### src/core/stpwm_consts.svh
// Constants for the shared timebase PWM block
// Notes on behaviour
// - Each channel compares its 10-bit duty against a 10-bit time base.
// - One period and timer shared by all channels; duty is per channel.
// - No postscaler influences PWM period, duty or output timing.
// - Outputs go active when timebase_count clears at period start.
// - Output goes inactive when time base equals the buffered duty value.
// - Duty at or above period_limit times four never clears the output.
// - After count equals period_limit: clear count, set outputs, latch duty buffers.
// - Zero duty keeps the output inactive at period start.
// - output_invert makes the channel active low.
// - Period is (period_limit+1) times 4 clocks times prescale ratio.
// - Duty is duty_high as upper eight bits, duty_low bits 7:6 lowest.
// - Duty writes accepted any time; take effect only after next latch.
// - Two low time base bits count system clocks scaled by prescaler.
// - Full 10-bit resolution only when period_limit is 255.
// - Sleep freezes count and channel state; pins hold; resume afterwards.
// - Reset restores all PWM registers and sets all pins to input.
// - Clearing pin_drive_enable returns pin control to the port latch.
// - Timer counts instruction clock, oscillator divided by four, after prescaler.
// - prescale_select codes 00,01,10,11 select ratios 1,4,16,64.
// - channel_enable turns generation on; output_value reads the output level.
`ifndef STPWM_CONSTS_SVH
`define STPWM_CONSTS_SVH

`define STPWM_ADDR_PERIOD 8'h00
`define STPWM_ADDR_TCTRL 8'h04
`define STPWM_ADDR_TCOUNT 8'h08
`define STPWM_ADDR_FLAGS 8'h0c
`define STPWM_ADDR_PORT 8'h10
`define STPWM_ADDR_DIR 8'h14
`define STPWM_ADDR_CH_BASE 8'h20
`define STPWM_CH_STRIDE 8'h10
`define STPWM_CH_CTRL 4'h0
`define STPWM_CH_DHI 4'h4
`define STPWM_CH_DLO 4'h8

`define STPWM_RST_PERIOD 8'hff
`define STPWM_RST_COUNT 8'h00
`define STPWM_CTL_EN 7
`define STPWM_CTL_OE 6
`define STPWM_CTL_OUT 5
`define STPWM_CTL_POL 4
`define STPWM_TC_RUN 2
`define STPWM_DLO_MSB 7
`define STPWM_DLO_LSB 6
`define STPWM_RESP_OKAY 2'b00
`define STPWM_RESP_SLVERR 2'b10

`define STPWM_CLK_NS 10
`define STPWM_SUB_STEPS 4

`endif

### src/core/stpwm_pkg.sv
// Types for the shared timebase PWM block
package stpwm_pkg;
    typedef logic [9:0] stpwm_duty_t;
    typedef logic [7:0] stpwm_byte_t;
    typedef enum logic [1:0] {
        STPWM_PS1 = 2'b00,
        STPWM_PS4 = 2'b01,
        STPWM_PS16 = 2'b10,
        STPWM_PS64 = 2'b11
    } stpwm_ps_e;
endpackage : stpwm_pkg

### src/core/stpwm_channel.sv
// One PWM channel with double-buffered duty
`timescale 1ns/100ps
`include "stpwm_consts.svh"
module stpwm_channel (
    input wire logic sys_clk,
    input wire logic rst_n,
    input wire logic sleep,
    input wire logic enable,
    input wire logic invert,
    input wire logic [7:0] duty_high,
    input wire logic [1:0] duty_low,
    input wire logic [7:0] period_limit,
    input wire logic [9:0] timebase,
    input wire logic period_start,
    output logic wave
);
    stpwm_pkg::stpwm_duty_t buf_r;
    stpwm_pkg::stpwm_duty_t next_duty;
    logic act_r;
    logic clr_now;

    assign next_duty = {duty_high, duty_low};
    // Compare match drops the output in the same cycle as the match
    assign clr_now = (timebase == buf_r) && (buf_r < {period_limit, 2'b00});

    always_ff @(posedge sys_clk) begin
        if (!rst_n) begin
            buf_r <= 10'h000;
        end else if (period_start) begin
            buf_r <= next_duty;
        end
    end

    always_ff @(posedge sys_clk) begin
        if (!rst_n || !enable) begin
            act_r <= 1'b0;
        end else if (sleep) begin
            act_r <= act_r;
        end else if (period_start) begin
            act_r <= (next_duty != 10'h000);
        end else if (clr_now) begin
            act_r <= 1'b0;
        end
    end

    assign wave = (act_r && !clr_now) ^ invert;

    property p_zero;
        @(posedge sys_clk) disable iff (!rst_n)
        period_start && enable && !sleep && next_duty == 10'h000 |=> !act_r;
    endproperty
    a_zero: assert property (p_zero) else $error("zero duty went active");
endmodule : stpwm_channel

### src/core/stpwm_timebase.sv
// Shared prescaler and 10-bit time base
`timescale 1ns/100ps
`include "stpwm_consts.svh"
module stpwm_timebase (
    input wire logic sys_clk,
    input wire logic rst_n,
    input wire logic run,
    input wire logic sleep,
    input wire stpwm_pkg::stpwm_ps_e ps_sel,
    input wire logic restart,
    input wire logic count_wr,
    input wire logic [7:0] count_wdata,
    input wire logic [7:0] period_limit,
    output logic [7:0] timebase_count,
    output logic [1:0] sub_count,
    output logic period_start
);
    logic [5:0] pre_r;
    logic [5:0] pre_max;
    logic tick;
    logic at_end;

    always_comb begin
        case (ps_sel)
            stpwm_pkg::STPWM_PS1: pre_max = 6'h00;
            stpwm_pkg::STPWM_PS4: pre_max = 6'h03;
            stpwm_pkg::STPWM_PS16: pre_max = 6'h0f;
            stpwm_pkg::STPWM_PS64: pre_max = 6'h3f;
            default: pre_max = 6'h00;
        endcase
    end

    assign tick = run && !sleep && (pre_r >= pre_max);
    assign at_end = (sub_count == 2'h3) && (timebase_count == period_limit);
    assign period_start = tick && at_end;

    always_ff @(posedge sys_clk) begin
        if (!rst_n || restart || count_wr) begin
            pre_r <= 6'h00;
        end else if (run && !sleep) begin
            pre_r <= tick ? 6'h00 : pre_r + 6'h01;
        end
    end

    // Four prescaled sub steps form one instruction-clock count
    always_ff @(posedge sys_clk) begin
        if (!rst_n) begin
            sub_count <= 2'h0;
            timebase_count <= `STPWM_RST_COUNT;
        end else if (count_wr) begin
            sub_count <= 2'h0;
            timebase_count <= count_wdata;
        end else if (period_start) begin
            sub_count <= 2'h0;
            timebase_count <= 8'h00;
        end else if (tick) begin
            sub_count <= sub_count + 2'h1;
            if (sub_count == 2'h3) begin
                timebase_count <= timebase_count + 8'h01;
            end
        end
    end

    property p_wrap;
        @(posedge sys_clk) disable iff (!rst_n)
        period_start && !count_wr |=> timebase_count == 8'h00 && sub_count == 2'h0;
    endproperty
    a_wrap: assert property (p_wrap) else $error("count not cleared at period end");
endmodule : stpwm_timebase

### src/core/stpwm_top.sv
// Shared timebase PWM with AXI4-Lite registers
//
// Decided for this implementation: the placing of the registers and the AXI4-Lite register port.
`timescale 1ns/100ps
`include "stpwm_consts.svh"
module stpwm_top #(
    parameter int NUM_CH = 4
) (
    input wire logic sys_clk,
    input wire logic rst_n,
    input wire logic sleep,
    input wire logic [7:0] s_axi_awaddr,
    input wire logic s_axi_awvalid,
    output logic s_axi_awready,
    input wire logic [31:0] s_axi_wdata,
    input wire logic [3:0] s_axi_wstrb,
    input wire logic s_axi_wvalid,
    output logic s_axi_wready,
    output logic [1:0] s_axi_bresp,
    output logic s_axi_bvalid,
    input wire logic s_axi_bready,
    input wire logic [7:0] s_axi_araddr,
    input wire logic s_axi_arvalid,
    output logic s_axi_arready,
    output logic [31:0] s_axi_rdata,
    output logic [1:0] s_axi_rresp,
    output logic s_axi_rvalid,
    input wire logic s_axi_rready,
    output logic [NUM_CH-1:0] pin_out,
    output logic [NUM_CH-1:0] pin_oe
);
    if (NUM_CH < 1 || NUM_CH > 8) begin : g_bad_num_ch
        $error("NUM_CH out of range");
    end

    // ----------------------------------------
    // Register state
    // ----------------------------------------
    logic [7:0] period_limit_r;
    logic [6:0] timebase_control_r;
    logic timebase_match_flag_r;
    logic [NUM_CH-1:0] port_latch_r;
    logic [NUM_CH-1:0] pin_direction_r;
    logic [NUM_CH-1:0] en_r;
    logic [NUM_CH-1:0] oe_r;
    logic [NUM_CH-1:0] pol_r;
    logic [7:0] dhi_r [NUM_CH];
    logic [1:0] dlo_r [NUM_CH];
    logic [7:0] timebase_count;
    logic [1:0] sub_count;
    logic period_start;
    logic [NUM_CH-1:0] wave;

    // ----------------------------------------
    // Write channel
    // ----------------------------------------
    logic [7:0] aw_r;
    logic aw_have_r;
    logic [31:0] w_r;
    logic w_have_r;
    logic wr_go;
    logic tc_wr;
    logic cnt_wr;
    // Byte lane 0 carries every field; its strobe is kept with the data
    logic ws_r;
    logic wr_ok;

    function automatic logic is_chan(input logic [7:0] a, input logic [3:0] reg_off,
                                     input int ch);
        return a == 8'(`STPWM_ADDR_CH_BASE + ch * `STPWM_CH_STRIDE + reg_off);
    endfunction : is_chan

    function automatic logic mapped(input logic [7:0] a);
        logic hit;
        hit = (a <= `STPWM_ADDR_DIR) && (a[1:0] == 2'b00);
        for (int c = 0; c < NUM_CH; c++) begin
            hit = hit || is_chan(a, `STPWM_CH_CTRL, c) || is_chan(a, `STPWM_CH_DHI, c)
                || is_chan(a, `STPWM_CH_DLO, c);
        end
        return hit;
    endfunction : mapped

    assign s_axi_awready = !aw_have_r && !s_axi_bvalid;
    assign s_axi_wready = !w_have_r && !s_axi_bvalid;
    assign wr_go = aw_have_r && w_have_r && !s_axi_bvalid;
    assign wr_ok = wr_go && ws_r;
    assign tc_wr = wr_ok && aw_r == `STPWM_ADDR_TCTRL;
    assign cnt_wr = wr_ok && aw_r == `STPWM_ADDR_TCOUNT;

    always_ff @(posedge sys_clk) begin
        if (!rst_n) begin
            aw_have_r <= 1'b0;
            w_have_r <= 1'b0;
            aw_r <= 8'h00;
            w_r <= 32'h0;
            ws_r <= 1'b0;
            s_axi_bvalid <= 1'b0;
            s_axi_bresp <= `STPWM_RESP_OKAY;
        end else begin
            if (s_axi_awvalid && s_axi_awready) begin
                aw_have_r <= 1'b1;
                aw_r <= s_axi_awaddr;
            end
            if (s_axi_wvalid && s_axi_wready) begin
                w_have_r <= 1'b1;
                w_r <= s_axi_wdata;
                ws_r <= s_axi_wstrb[0];
            end
            if (wr_go) begin
                aw_have_r <= 1'b0;
                w_have_r <= 1'b0;
                s_axi_bvalid <= 1'b1;
                s_axi_bresp <= mapped(aw_r) ? `STPWM_RESP_OKAY : `STPWM_RESP_SLVERR;
            end else if (s_axi_bready) begin
                s_axi_bvalid <= 1'b0;
            end
        end
    end

    always_ff @(posedge sys_clk) begin
        if (!rst_n) begin
            period_limit_r <= `STPWM_RST_PERIOD;
            timebase_control_r <= 7'h00;
            port_latch_r <= '0;
            pin_direction_r <= '1;
        end else if (wr_ok) begin
            case (aw_r)
                `STPWM_ADDR_PERIOD: period_limit_r <= w_r[7:0];
                `STPWM_ADDR_TCTRL: timebase_control_r <= w_r[6:0];
                `STPWM_ADDR_PORT: port_latch_r <= w_r[NUM_CH-1:0];
                `STPWM_ADDR_DIR: pin_direction_r <= w_r[NUM_CH-1:0];
                default: ;
            endcase
        end
    end

    // Match flag: hardware set wins over software clear
    always_ff @(posedge sys_clk) begin
        if (!rst_n) begin
            timebase_match_flag_r <= 1'b0;
        end else if (period_start) begin
            timebase_match_flag_r <= 1'b1;
        end else if (wr_ok && aw_r == `STPWM_ADDR_FLAGS && !w_r[1]) begin
            timebase_match_flag_r <= 1'b0;
        end
    end

    always_ff @(posedge sys_clk) begin
        if (!rst_n) begin
            en_r <= '0;
            oe_r <= '0;
            pol_r <= '0;
            for (int c = 0; c < NUM_CH; c++) begin
                dhi_r[c] <= 8'h00;
                dlo_r[c] <= 2'h0;
            end
        end else if (wr_ok) begin
            for (int c = 0; c < NUM_CH; c++) begin
                if (is_chan(aw_r, `STPWM_CH_CTRL, c)) begin
                    en_r[c] <= w_r[`STPWM_CTL_EN];
                    oe_r[c] <= w_r[`STPWM_CTL_OE];
                    pol_r[c] <= w_r[`STPWM_CTL_POL];
                end
                if (is_chan(aw_r, `STPWM_CH_DHI, c)) begin
                    dhi_r[c] <= w_r[7:0];
                end
                if (is_chan(aw_r, `STPWM_CH_DLO, c)) begin
                    dlo_r[c] <= w_r[`STPWM_DLO_MSB:`STPWM_DLO_LSB];
                end
            end
        end
    end

    // ----------------------------------------
    // Read channel
    // ----------------------------------------
    logic [31:0] rd_val;
    always_comb begin
        rd_val = 32'h0;
        case (s_axi_araddr)
            `STPWM_ADDR_PERIOD: rd_val[7:0] = period_limit_r;
            `STPWM_ADDR_TCTRL: rd_val[6:0] = timebase_control_r;
            `STPWM_ADDR_TCOUNT: rd_val[7:0] = timebase_count;
            `STPWM_ADDR_FLAGS: rd_val[1] = timebase_match_flag_r;
            `STPWM_ADDR_PORT: rd_val[NUM_CH-1:0] = port_latch_r;
            `STPWM_ADDR_DIR: rd_val[NUM_CH-1:0] = pin_direction_r;
            default: ;
        endcase
        for (int c = 0; c < NUM_CH; c++) begin
            if (is_chan(s_axi_araddr, `STPWM_CH_CTRL, c)) begin
                rd_val[7:4] = {en_r[c], oe_r[c], wave[c], pol_r[c]};
            end
            if (is_chan(s_axi_araddr, `STPWM_CH_DHI, c)) begin
                rd_val[7:0] = dhi_r[c];
            end
            if (is_chan(s_axi_araddr, `STPWM_CH_DLO, c)) begin
                rd_val[7:6] = dlo_r[c];
            end
        end
    end

    assign s_axi_arready = !s_axi_rvalid;

    always_ff @(posedge sys_clk) begin
        if (!rst_n) begin
            s_axi_rvalid <= 1'b0;
            s_axi_rdata <= 32'h0;
            s_axi_rresp <= `STPWM_RESP_OKAY;
        end else if (s_axi_arvalid && s_axi_arready) begin
            s_axi_rvalid <= 1'b1;
            s_axi_rdata <= rd_val;
            s_axi_rresp <= mapped(s_axi_araddr) ? `STPWM_RESP_OKAY : `STPWM_RESP_SLVERR;
        end else if (s_axi_rready) begin
            s_axi_rvalid <= 1'b0;
        end
    end

    // ----------------------------------------
    // Time base and channels
    // ----------------------------------------
    // Postscaler bits are stored only; nothing reads them for timing
    stpwm_timebase u_tb (
        .sys_clk(sys_clk),
        .rst_n(rst_n),
        .run(timebase_control_r[`STPWM_TC_RUN]),
        .sleep(sleep),
        .ps_sel(stpwm_pkg::stpwm_ps_e'(timebase_control_r[1:0])),
        .restart(tc_wr),
        .count_wr(cnt_wr),
        .count_wdata(w_r[7:0]),
        .period_limit(period_limit_r),
        .timebase_count(timebase_count),
        .sub_count(sub_count),
        .period_start(period_start)
    );

    for (genvar c = 0; c < NUM_CH; c++) begin : g_ch
        stpwm_channel u_ch (
            .sys_clk(sys_clk),
            .rst_n(rst_n),
            .sleep(sleep),
            .enable(en_r[c]),
            .invert(pol_r[c]),
            .duty_high(dhi_r[c]),
            .duty_low(dlo_r[c]),
            .period_limit(period_limit_r),
            .timebase({timebase_count, sub_count}),
            .period_start(period_start),
            .wave(wave[c])
        );
    end

    // Pin mux: channel drives when its output enable (oe_r) is set, else the port latch
    always_comb begin
        for (int c = 0; c < NUM_CH; c++) begin
            pin_out[c] = oe_r[c] ? wave[c] : port_latch_r[c];
        end
    end
    assign pin_oe = ~pin_direction_r;

    property p_pin_mux;
        @(posedge sys_clk) disable iff (!rst_n)
        !oe_r[0] |-> pin_out[0] == port_latch_r[0];
    endproperty
    a_pin_mux: assert property (p_pin_mux) else $error("pin not returned to latch");

    property p_flag;
        @(posedge sys_clk) disable iff (!rst_n)
        period_start |=> timebase_match_flag_r;
    endproperty
    a_flag: assert property (p_flag) else $error("match flag not set");

    property p_sleep_hold;
        @(posedge sys_clk) disable iff (!rst_n)
        sleep && $past(sleep) && !$past(cnt_wr) |-> $stable(timebase_count);
    endproperty
    a_sleep_hold: assert property (p_sleep_hold) else $error("count moved in sleep");

    property p_disabled;
        @(posedge sys_clk) disable iff (!rst_n)
        !en_r[0] ##1 !en_r[0] |-> wave[0] == pol_r[0];
    endproperty
    a_disabled: assert property (p_disabled) else $error("disabled channel not idle");
endmodule : stpwm_top

### config.mk
export PLATFORM = sky130hd
export DESIGN_NAME = stpwm_top
export DESIGN_NICKNAME = d
export VERILOG_FILES = /design/src/core/stpwm_pkg.sv /design/src/core/stpwm_channel.sv /design/src/core/stpwm_timebase.sv /design/src/core/stpwm_top.sv
export VERILOG_INCLUDE_DIRS = /design/src /design/src/core
export SDC_FILE = /design/constraint.sdc
export NUM_CORES = 1
export LEC_CHECK = 0
export BUFFER_PORTS_ARGS = -buffer_cell sky130_fd_sc_hd__buf_2
export CAP_MARGIN = 30
export CORE_MARGIN = 2
export CORE_UTILIZATION = 28
export DETAILED_ROUTE_END_ITERATION = 6
export PLACE_DENSITY = 0.54
export REMOVE_ABC_BUFFERS = 1
export SLEW_MARGIN = 5
export SYNTH_ARGS = -nofsm -noshare
export SYNTH_HDL_FRONTEND = slang
export SYNTH_SLANG_ARGS = --single-unit
### constraint.sdc
create_clock -name sys_clk -period 4.4 [get_ports sys_clk]
set_input_delay 0.44 -clock sys_clk [delete_from_list [all_inputs] [get_ports sys_clk]]
set_output_delay 0.44 -clock sys_clk [all_outputs]
set_load 0.02 [all_outputs]
==> impl_metrics.ini <==
[outcome]
outcome = completed

[pwr]
powerDensity_mw_per_mm2 = 321
p_leak_nw = 4.11
ir_drop_uv = 271

[worst_setup_path]
cp.arrival_ns = 2.92
reg2reg_from = period_limit_r[2]
crit_start = period_limit_r[2]
worst-r2r-cell-count = 10
worstPathMaxFanout = 4
crit_chain = inv_1 > ha_1 > a211o_1 > a31oi_1 > nor3_1 > o41a_2 > xnor2_2 > a21oi_1 > buf_2
required_ns = 3.96
critical_path.endpoint = pin_out[1]
critPathKind = reg2out
cp-start-kind = flip-flop
rrSetupSlack_ns = 1.49
endpoint_kind = output pin
slowest_delay_ns = 0.55
cpMaxStageDelayCell = o41a_2
r2r-end = s_axi_rdata[5]

[finish]
area_growth_pct = 11.5
nNetsFinal = 1191
drive_above_1_share_pct = 10.5
multiInputGateArea_mm2 = 0.00517
regArea_mm2 = 0.00374
diodes = 0
fill_cells = 3543

[job]
maxCapViolations = 0

[route]
dr.pass1.iters = 6
drc_errors = 0
drt-initial-drc-count = 796
viasPerCell = 5.05
vias = 7856
ant_nets = 0
wl_um = 28300
wl_per_cell_um = 18.2

[timing]
setup_violations = 0
tightest_slew_ns = 0.866
maxSlewViolCount = 0
tns_ns = 0
final.setup_skew_ns = 0.00912
slew_headroom_pct = 42.1
final_hold_viol_count = 0
layout_min_cycle_time_ns = 3.36
rsz0062_at_grt = no
setup_slack_ns = 1.04
fin_crit_sh_pct = 76.3
fmax_mhz = 298

[clocking]
tritoncts = done
clock-sinks = 167
root_buffer = clkbuf_16
cts_buffers = 17
holdBufCountCts = 0
cts_max_level = 4
post-cts-setup-buffers = 0
clk_path_buf_depth = 2
cts.reportedPaths.clkPinSlew_ns = 0.07
cts_resized = 0
clock_latency_ns = 0.44

[global_routing]
busiest_layer = met2
gr-total-overflow = 0
antenna_found_initial = 1
gr-usage-met2_pct = 26.4
first_global_vias = 7442
grt_max_degree = 78
grt_pass1_wl_um = 43800
use_met3_pct = 2.35
grt.met1_usage_pct = 21.3
grt_usage_pct = 16.2

[synth]
netlist_area_mm2 = 0.00939
synth_edf_count = 40
ys_types = 81
synth-main-ff-cell = dfxtp_1
synth_seq_cells = 167
synth_seq_area_share_pct = 39.9
yosysWarnings = 0
synthDominantCellAreaShare_pct = 27.1
syn_avg_cell_area_um2 = 8.76
yosys-top-cells-area = dfxtp_1 27%, edfxtp_1 13%, nand2_1 7.0%
async_flop_share_pct = 0
synth_top_area_cell = dfxtp_1
synth_cells = 1072

[place]
dp_slack_ns = 1.46
numPortBuffers = 55
routabilityCongestion = 0.921
dp_hpwl_um = 20500

[floorplanning]
die_x_um = 187
rows = 67
dieArea_mm2 = 0.0350
fp.dieH_um = 187
start_util_pct = 28.2
core-area_mm2 = 0.0333
ios = 109

[hold_path]
hp-class = in2reg
[final cells by class]
cell class	count	share of cell area (%)
multi-input combinational	821	49.4
sequential	167	35.8
tap	448	5.35
clock buffer	23	4.56
timing repair buffer	65	3.30
clock inverter	9	0.848
inverter	22	0.789
[stage by stage]
step / util (%) / hold slack, ns / instances / total power [W] / instance area [µm²]
2_1_floorplan: - / 0.422 / 1010 / 0.00180 / 9000
4_1_cts: 31.5 / 0.235 / 1555 / 0.00339 / 10500
5_1_grt: 31.5 / 0.252 / 1555 / 0.00347 / 10500
3_5_place_dp: 29.8 / 0.457 / 1523 / 0.00192 / 9900
3_3_place_gp: 29.7 / 0.448 / 1520 / 0.00192 / 9890
6_report: 31.5 / 0.250 / 1555 / 0.00337 / 10500
[critical path, delay by kind of cell, from the launching register on]
kind / cells / cell delay [ns]
AO/OA/AOI/OAI: 4 / 1.15
flip-flops: 1 / 0.39
adder cells (fa/ha/maj): 1 / 0.34
XOR/XNOR: 1 / 0.18
AND/OR/NAND/NOR: 1 / 0.08
buffers and inverters: 2 / 0.34
[worst min path at each step]
stage | start | end | depth (start not counted)
2_1_floorplan | en_r[0] | g_ch[0].u_ch.act_r | 2
3_3_place_gp | g_ch[2].u_ch.buf_r[0] | g_ch[2].u_ch.buf_r[0] | 2
3_5_place_dp | timebase_match_flag_r | timebase_match_flag_r | 2
4_1_cts | s_axi_arvalid | s_axi_rvalid | 2
5_1_grt | s_axi_wdata[7] | w_r[7] | 3
6_report | s_axi_wdata[6] | w_r[6] | 3
[per-layer routing]
metal | up-vias | routed length [µm]
li1 | 3782 | -
met1 | 3748 | 12900
met2 | 269 | 13000
met3 | 57 | 1360
met4 | 0 | 1000
met5 | - | 0
[power by group]
part	switching, W	internal (W)	leakage [nW]
logic	0.000152	0.0000772	2.39
registers	0.0000619	0.00160	1.44
clock network	0.000645	0.000829	0.280
[synth_stat cells, types with 34 or more instances]
cell        n
clkbuf_1   37
dfxtp_1   127
mux2i_1    34
nand3_1    55
a21boi_0   54
o21ai_0    47
edfxtp_1   40
buf_4      34
ha_1       37
nand2_1   175
xnor2_1    40
and2_1     37
nor2_1     56
[cell usage in the layout (no fill, tap or decap), drive strengths merged, types with 14 or more instances in the layout]
master / instances
clkbuf: 23
nand3: 56
ha: 37
inv: 25
a21boi: 59
dfxtp: 127
a31oi: 14
mux2i: 34
o21ai: 48
conb: 26
edfxtp: 40
buf: 65
a21oi: 32
nor2: 58
xnor2: 41
and2: 39
nand2: 175
xor2: 16
nor2b: 31
[flip-flops by register name, summed over array words and instances (netlist names), 2 cells and up]
signal               cells
u_tb.timebase_count      8
timebase_control_r       7
g_ch.u_ch.act_r          4
pin_direction_r          4
pol_r                    4
w_r                      8
g_ch.u_ch.buf_r         40
port_latch_r             4
s_axi_rdata              8
oe_r                     4
u_tb.sub_count           2
aw_r                     8
period_limit_r           8
dlo_r                    8
u_tb.pre_r               6
en_r                     4
dhi_r                   32
[kinds of logic after synthesis]
family | share of synthesized area (%)
mux | 3.86
buf+inv | 6.05
compound gates | 16.6
simple gates | 23.2
other cells | 0.0399
xor+xnor | 5.48
flops | 39.9
fa+ha+maj | 4.93
Power figures use the tool's default switching activity.
